$ cat src/include/dsw_pkg.sv
// Package of constants for the serial write port of the converter
package dsw_pkg;
	// Word layout
	localparam int WORD_BITS = 24;
	localparam int DATA_BITS = 16;
	localparam int MODE_BITS = 2;
	localparam int MODE_HI_POS = 17;
	localparam int MODE_LO_POS = 16;
	localparam int CNT_BITS = 5;
	localparam logic [4:0] LAST_EDGE = 5'h18;
	// Values after reset
	localparam logic [15:0] ZERO_SCALE = 16'h0000;
	localparam logic [15:0] MID_SCALE = 16'h8000;
	localparam logic [1:0] MODE_NORMAL = 2'h0;
	localparam logic [23:0] SHIFT_RESET = 24'h00_0000;
	// Synchroniser depth
	localparam int SYNC_STAGES = 2;
endpackage : dsw_pkg

$ cat src/logic/dsw_sync2.sv
// Two flip-flop synchroniser for one external level
module dsw_sync2
(
	// Clock and reset
	input wire logic ref_clk_in,
	input wire logic sys_rst_in,
	// Asynchronous level in, synchronised level out
	input wire logic async_in,
	input wire logic rst_val_in,
	output logic sync_out
);
	// All state in one struct
	typedef struct packed
	{
		logic meta;
		logic stable;
	} dsw_sync_t;

	dsw_sync_t st_ff;
	dsw_sync_t nxt_st;

	// First stage feeds only the second
	always_comb
	begin
		nxt_st.meta = async_in;
		nxt_st.stable = st_ff.meta;
	end

	// Synchronous reset loads the idle level
	always_ff @(posedge ref_clk_in)
	begin
		if (sys_rst_in)
		begin
			// Both stages start at the pin's idle level, so no
			// false edge shows while the stages refill after reset
			st_ff.meta <= rst_val_in;
			st_ff.stable <= rst_val_in;
		end
		else
		begin
			st_ff <= nxt_st;
		end
	end

	// Output straight from the second stage
	assign sync_out = st_ff.stable;
endmodule // dsw_sync2

$ cat src/logic/dsw_write_port.sv
// Serial write port: frame select, serial clock, data in; holds code and power mode
// Summary of operation
// - Shift register is exactly 24 bits
// - Sample data on serial clock falling edges
// - Only falls while select low shift in
// - After 24th fall, update converter contents
// - Select rising early aborts the frame
// - Word carries two mode bits, 16 data
// - Abort clears shift register, keeps outputs
// - Power-on sets zero or midscale output
module dsw_write_port
#(
	parameter bit RESET_TO_MID = 1'b0
)
(
	// Clock and reset
	input wire logic ref_clk_in,
	input wire logic sys_rst_in,
	// Serial pins from the master
	input wire logic frame_sel_n_in,
	input wire logic ser_clk_in,
	input wire logic ser_data_in,
	// Converter contents
	output logic [15:0] dac_code_out,
	output logic [1:0] power_mode_out,
	output logic update_out
);
	// Whole state of the port
	typedef struct packed
	{
		logic [23:0] shift;
		logic [4:0] count;
		logic sel_n_d;
		logic clk_d;
		logic done;
		logic [15:0] code;
		logic [1:0] mode;
		logic upd;
	} dsw_state_t;

	dsw_state_t st_ff;
	dsw_state_t nxt_st;
	logic sel_n_s; // Synchronised frame select
	logic clk_s; // Synchronised serial clock
	logic data_s; // Synchronised serial data
	logic sel_fall; // Frame starts
	logic sel_rise; // Frame ends or aborts
	logic clk_fall; // Sampling edge
	logic shift_en; // Edge counts in this frame

	// Idle levels: select high, clock high, data low
	// Each pin passes two flip-flops before any logic reads it;
	// reset levels match the idle pins so no edge follows reset
	dsw_sync2 u_sync_sel
	(
		.ref_clk_in(ref_clk_in),
		.sys_rst_in(sys_rst_in),
		.async_in(frame_sel_n_in),
		.rst_val_in(1'b1),
		.sync_out(sel_n_s)
	);
	dsw_sync2 u_sync_clk
	(
		.ref_clk_in(ref_clk_in),
		.sys_rst_in(sys_rst_in),
		.async_in(ser_clk_in),
		.rst_val_in(1'b1),
		.sync_out(clk_s)
	);
	dsw_sync2 u_sync_dat
	(
		.ref_clk_in(ref_clk_in),
		.sys_rst_in(sys_rst_in),
		.async_in(ser_data_in),
		.rst_val_in(1'b0),
		.sync_out(data_s)
	);

	// Edge detection on synchronised levels only
	// Sampling costs up to three reference clocks per edge, so each
	// serial clock half must span at least three of them
	always_comb
	begin
		sel_fall = st_ff.sel_n_d & ~sel_n_s;
		sel_rise = ~st_ff.sel_n_d & sel_n_s;
		clk_fall = st_ff.clk_d & ~clk_s;
		// A clock fall in the same cycle as select falls still counts
		shift_en = clk_fall & ~sel_n_s & ~st_ff.done;
	end

	// Next state
	// Priority: a select rise discards everything, else a counted fall
	// shifts one bit. The done flag blocks falls after the 24th until
	// select rises, so a master may leave select low after a word.
	// Limitation: a fall sampled together with the select rise is lost,
	// because the gate looks at the current select level.
	always_comb
	begin
		nxt_st = st_ff;
		nxt_st.sel_n_d = sel_n_s;
		nxt_st.clk_d = clk_s;
		nxt_st.upd = 1'b0;
		if (sel_fall)
		begin
			// Fresh frame, count from zero
			nxt_st.count = 5'h00;
			nxt_st.done = 1'b0;
			nxt_st.shift = dsw_pkg::SHIFT_RESET;
		end
		if (sel_rise)
		begin
			// Early rise discards the partial word
			nxt_st.shift = dsw_pkg::SHIFT_RESET;
			nxt_st.count = 5'h00;
			nxt_st.done = 1'b0;
		end
		else if (shift_en)
		begin
			// MSB first into the 24-bit register
			nxt_st.shift = {st_ff.shift[22:0], data_s};
			nxt_st.count = sel_fall ? 5'h01 : st_ff.count + 5'h01;
			if (sel_fall ? 1'b0 : (st_ff.count == dsw_pkg::LAST_EDGE - 5'h01))
			begin
				// Last bit in: apply mode and code together
				nxt_st.code = {st_ff.shift[14:0], data_s};
				nxt_st.mode = st_ff.shift[dsw_pkg::MODE_HI_POS - 1 -: 2];
				nxt_st.upd = 1'b1;
				nxt_st.done = 1'b1;
			end
		end
	end

	// Registers; power-on level of the converter
	// Edge history resets to the idle pin levels, so the first
	// cycles after reset see no select or clock edge
	always_ff @(posedge ref_clk_in)
	begin
		if (sys_rst_in)
		begin
			st_ff.shift <= dsw_pkg::SHIFT_RESET;
			st_ff.count <= 5'h00;
			st_ff.sel_n_d <= 1'b1;
			st_ff.clk_d <= 1'b1;
			st_ff.done <= 1'b0;
			st_ff.code <= RESET_TO_MID ? dsw_pkg::MID_SCALE : dsw_pkg::ZERO_SCALE;
			st_ff.mode <= dsw_pkg::MODE_NORMAL;
			st_ff.upd <= 1'b0;
		end
		else
		begin
			st_ff <= nxt_st;
		end
	end

	// Outputs straight from the state register
	assign dac_code_out = st_ff.code;
	assign power_mode_out = st_ff.mode;
	assign update_out = st_ff.upd;

	// Checks on the state; all are off during reset except the
	// power-on check, which looks at the first cycle after it
	// Outputs change only with an update pulse
	a_code_hold: assert property (@(posedge ref_clk_in) disable iff (sys_rst_in)
		!st_ff.upd |-> $stable(st_ff.code) && $stable(st_ff.mode))
		else $error("converter contents changed without update");
	// Update only after exactly 24 counted edges
	a_update_count: assert property (@(posedge ref_clk_in) disable iff (sys_rst_in)
		st_ff.upd |-> st_ff.count == dsw_pkg::LAST_EDGE && st_ff.done)
		else $error("update without 24 edges");
	// Abort leaves shift register cleared
	a_abort_clear: assert property (@(posedge ref_clk_in) disable iff (sys_rst_in)
		sel_rise |=> st_ff.shift == dsw_pkg::SHIFT_RESET && st_ff.count == 5'h00 && !st_ff.upd)
		else $error("abort did not clear the word");
	// No shifting with select high
	a_sel_gate: assert property (@(posedge ref_clk_in) disable iff (sys_rst_in)
		sel_n_s && !sel_rise |=> $stable(st_ff.count))
		else $error("count moved with select high");
	// Count never passes 24
	a_count_max: assert property (@(posedge ref_clk_in) disable iff (sys_rst_in)
		st_ff.count <= dsw_pkg::LAST_EDGE)
		else $error("bit count beyond word length");
	// New frame restarts the count
	a_frame_start: assert property (@(posedge ref_clk_in) disable iff (sys_rst_in)
		sel_fall && !clk_fall |=> st_ff.count == 5'h00)
		else $error("count not restarted");
	// Each counted fall shifts the sampled bit in
	a_shift_bit: assert property (@(posedge ref_clk_in) disable iff (sys_rst_in)
		shift_en && !sel_rise |=> st_ff.shift[0] == $past(data_s))
		else $error("sampled bit not shifted in");
	// Update pulse lasts one cycle
	a_upd_pulse: assert property (@(posedge ref_clk_in) disable iff (sys_rst_in)
		st_ff.upd |=> !st_ff.upd)
		else $error("update longer than one cycle");
	// Power-on level right after reset
	a_reset_level: assert property (@(posedge ref_clk_in)
		$fell(sys_rst_in) |-> st_ff.code == (RESET_TO_MID ? dsw_pkg::MID_SCALE : dsw_pkg::ZERO_SCALE)
			&& st_ff.mode == dsw_pkg::MODE_NORMAL)
		else $error("converter not at power-on level after reset");
	// Abort changes neither code nor mode
	a_abort_keep: assert property (@(posedge ref_clk_in) disable iff (sys_rst_in)
		sel_rise |=> $stable(st_ff.code) && $stable(st_ff.mode))
		else $error("abort changed converter contents");
	// Applied fields match the received word
	a_word_fields: assert property (@(posedge ref_clk_in) disable iff (sys_rst_in)
		st_ff.upd |-> st_ff.code == st_ff.shift[15:0] && st_ff.mode == st_ff.shift[17:16])
		else $error("applied fields differ from the word");
	// Falls after the 24th leave the word alone
	a_late_ignore: assert property (@(posedge ref_clk_in) disable iff (sys_rst_in)
		st_ff.done && !sel_rise |=> $stable(st_ff.shift) && $stable(st_ff.count))
		else $error("fall after word end was counted");
	// Word end comes only with an update
	a_done_upd: assert property (@(posedge ref_clk_in) disable iff (sys_rst_in)
		$rose(st_ff.done) |-> st_ff.upd)
		else $error("word ended without update");
	// Select rise re-arms the port for a new frame
	a_done_clear: assert property (@(posedge ref_clk_in) disable iff (sys_rst_in)
		sel_rise |=> !st_ff.done)
		else $error("select rise did not re-arm the port");
	// Each counted fall adds exactly one to the count
	a_count_step: assert property (@(posedge ref_clk_in) disable iff (sys_rst_in)
		shift_en && !sel_rise && !sel_fall |=> st_ff.count == $past(st_ff.count) + 5'h01)
		else $error("bit count did not step by one");
endmodule // dsw_write_port

$ cat config.mk
export PLATFORM = sky130hd
export DESIGN_NAME = dsw_write_port
export DESIGN_NICKNAME = d
export VERILOG_FILES = /design/src/include/dsw_pkg.sv /design/src/logic/dsw_sync2.sv /design/src/logic/dsw_write_port.sv
export SDC_FILE = /design/constraint.sdc
export NUM_CORES = 1
export LEC_CHECK = 0
export BUFFER_PORTS_ARGS = -buffer_cell sky130_fd_sc_hd__buf_2
export CAP_MARGIN = 40
export CORE_AREA = 8 8 79 99
export CTS_CLUSTER_DIAMETER = 40
export DETAILED_ROUTE_END_ITERATION = 12
export DIE_AREA = 0 0 87 107
export SYNTH_ARGS = -nofsm -noshare
export SYNTH_HDL_FRONTEND = slang
export SYNTH_SLANG_ARGS = --single-unit
export TNS_END_PERCENT = 1
$ cat constraint.sdc
create_clock -name ref_clk_in -period 1.9 [get_ports ref_clk_in]
set_clock_uncertainty 0.05 [all_clocks]
set_input_delay 0.38 -clock ref_clk_in [delete_from_list [all_inputs] [get_ports ref_clk_in]]
set_output_delay 0.38 -clock ref_clk_in [all_outputs]
set_load 0.02 [all_outputs]
==> results.json <==
{
  "io_pins": 24,
  "worst_hold_slack_ns": 0.198,
  "path_clk_slew_ns": 0.09,
  "antenna_cells": 0,
  "syn_nets": 205,
  "cts.repair.resized": 0,
  "cp-endpoint": "st_ff[41]",
  "place_inst": 282,
  "cpMaxStageDelayCell": "or3b_4",
  "clockBufferDepth": 2,
  "leakagePower_nw": 0.893,
  "final_area_um2": 2270,
  "place_hpwl_mm": 2.48,
  "die_area_um2": 9310,
  "cts_tree": "built",
  "maxSlewHeadroom_pct": 67.2,
  "drive_gt1_share_pct": 22.7,
  "hold_class": "input pin to register",
  "min_from": "frame_sel_n_in",
  "r2r_slack_ns": 0.29,
  "numCtsBuffers": 5,
  "cts_root_buffer": "clkbuf_8",
  "gp_congestion": 0.796,
  "h-tree-depth": 2,
  "final_cell_mix": "50 x dfxtp_1, 41 x nand2b_1, 23 x buf_2, 18 x mux2i_1, 14 x o2bb2ai_1",
  "gr-usage-all-layers_pct": 8.21,
  "route.vias.total": 1271,
  "syn_inst": 199,
  "status": "finished, final reports clean",
  "synth_ff_type": "dfxtp_1",
  "grt_pass1_vias": 1298,
  "gr-total-overflow": 0,
  "first_iter_violations": 84,
  "ys_ff_latch": 50,
  "stdcell_count": 290,
  "setup_viol": 0,
  "r2r-start": "st_ff[19]",
  "async_flop_share_pct": 0,
  "crit_path_start_kind": "register",
  "final_common_cell": "dfxtp_1",
  "tns_ns": 0,
  "r2r_end": "st_ff[41]",
  "syn_area_um2": 2120,
  "grt_max_degree": 35,
  "ir_worst_vdd_mv": 0.331,
  "ys_seq_area_share_pct": 47.2,
  "cap_violations": 0,
  "multi_input_area_um2": 916,
  "avgSynthCellArea_um2": 10.7,
  "required_ns": 2.03,
  "nets": 208,
  "cts_hold_buf": 0,
  "n_fill_cell": 649,
  "start_util_pct": 33.6,
  "synth_cell_type_count": 38,
  "cp_max_fo": 18,
  "critPathArrivalTime_ns": 1.74,
  "synth_edf_count": 0,
  "worstSetupPathType": "register to register",
  "routedWlPerCell_um": 12.2,
  "crit_start": "st_ff[19]",
  "tightest_slew_ns": 0.491,
  "slowest_delay_ns": 0.46,
  "cts_sinks": 50,
  "drt-vias-per-instance": 4.38,
  "cts_setup_buffers": 0,
  "crit_chain": "or3b_4, a21oi_4, o22ai_1",
  "firstDrtPassIters": 4,
  "layout_min_cycle_time_ns": 1.61,
  "ant_nets": 0,
  "area_delta_synth_final_pct": 7.08,
  "timing.final.crit_share_pct": 84.5,
  "ys_warn_count": 0,
  "antenna_found_initial": 0,
  "num_rows": 33,
  "post_dp_cell_area_um2": 2160,
  "final_hold_viol_count": 0,
  "rr_worst_depth": 3,
  "core_area_um2": 6320,
  "power_density_nw_per_um2": 822,
  "grt_pass1_wl_mm": 6.13,
  "drc": 0,
  "cp-end-kind": "register",
  "clock_latency_ns": 0.30,
  "place.port_buffers": 23,
  "die_h_um": 107,
  "rsz0062_at_grt": "false",
  "fmax_mhz": 622,
  "die_w_um": 87,
  "seq_area_um2": 1000,
  "slew_viol_final": 0,
  "wirelength_mm": 3.53
}
## kinds of logic (layout without fill, tap and decap cells)
group | Yosys count | count (layout) | synth area share [%]
AO/OA/AOI/OAI | 29 | 29 | 11.0
AND/OR/NAND/NOR | 69 | 69 | 22.6
XOR/XNOR | 1 | 1 | 0.413
flip-flops | 50 | 50 | 47.2
buffers and inverters | 31 | 35 | 9.67
adder cells (fa/ha/maj) | 1 | 1 | 0.590
multiplexers | 18 | 18 | 8.49
## area by class of cell
type                    instances  area share (%)
clock inverters                 3            1.93
repair buffers                 24            5.40
clock buffers                   5            3.03
multi-input cells             118            40.3
well taps                      87            4.79
inverters                       3           0.496
flip-flops and latches         50            44.1
## sequential cells by signal, indices dropped and copies added (netlist names)
| name | count |
|---|---|
| dac_code_out | 16 |
| power_mode_out | 2 |
| update_out | 1 |
| u_sync_dat.sync_out | 1 |
| st_ff | 25 |
| u_sync_sel.sync_out | 1 |
| u_sync_clk.nxt_st | 1 |
| u_sync_clk.sync_out | 1 |
| u_sync_sel.nxt_st | 1 |
| u_sync_dat.nxt_st | 1 |
## through the flow
step	total power, mW	utilization (%)	worst slack [ns]
finish	1.87	36.0	0.294
global route	1.94	36.0	0.144
CTS	1.90	36.0	0.264
detailed placement	1.15	34.2	0.272
global placement	1.15	34.2	0.294
floorplan	1.13	-	0.521
## metal layers
layer / global-route usage (%) / vias up / share of wire [%]
li1: - / 671 / -
met4: 3.33 / 0 / 1.7
met2: 13.8 / 18 / 47
met3: 2.75 / 6 / 4.2
met1: 9.26 / 576 / 47
met5: 0 / - / 0
## synthesized netlist by cell type, types with 2 or more instances
cell type,instances,share of area [%]
mux2i_1,18,8.5
nand2_1,3,0.53
clkbuf_1,5,0.88
buf_6,2,1.1
a21oi_1,3,0.71
nand2b_1,41,12
o2bb2ai_1,14,5.8
or2_2,6,1.8
nor2b_1,4,1.2
buf_4,19,6.7
o22ai_1,3,0.88
inv_1,3,0.53
o21ai_0,2,0.47
or3_1,2,0.59
dfxtp_1,50,47
nand4b_1,2,0.83
## how the worst min path moves through the flow
| stage | end | slack, ns | depth (start not counted) |
|---|---|---|---|
| after detailed placement | u_sync_sel.sync_out | 0.34 | 1 |
| after global routing | u_sync_clk.nxt_st[0] | 0.19 | 2 |
| after CTS | u_sync_sel.nxt_st[0] | 0.19 | 2 |
| after global placement | u_sync_sel.sync_out | 0.34 | 1 |
| final | u_sync_sel.nxt_st[0] | 0.20 | 2 |
| after floorplan | u_sync_clk.sync_out | 0.34 | 1 |
## where the power goes
group	leakage, nW	switching (mW)	internal, mW	total, mW
Combinational	0.430	0.0315	0.0286	0.0601
Sequential	0.404	0.00567	1.05	1.06
Clock	0.0585	0.353	0.395	0.747
Total	0.893	0.390	1.48	1.87
## worst max-delay path, delay by kind of cell, from the launching register on
family | cells | cell delay [ns]
AOI/OAI and AO/OA | 2 | 0.60
DFF | 1 | 0.37
and+or+nand+nor | 1 | 0.46
(Power assumes the default switching activity.)
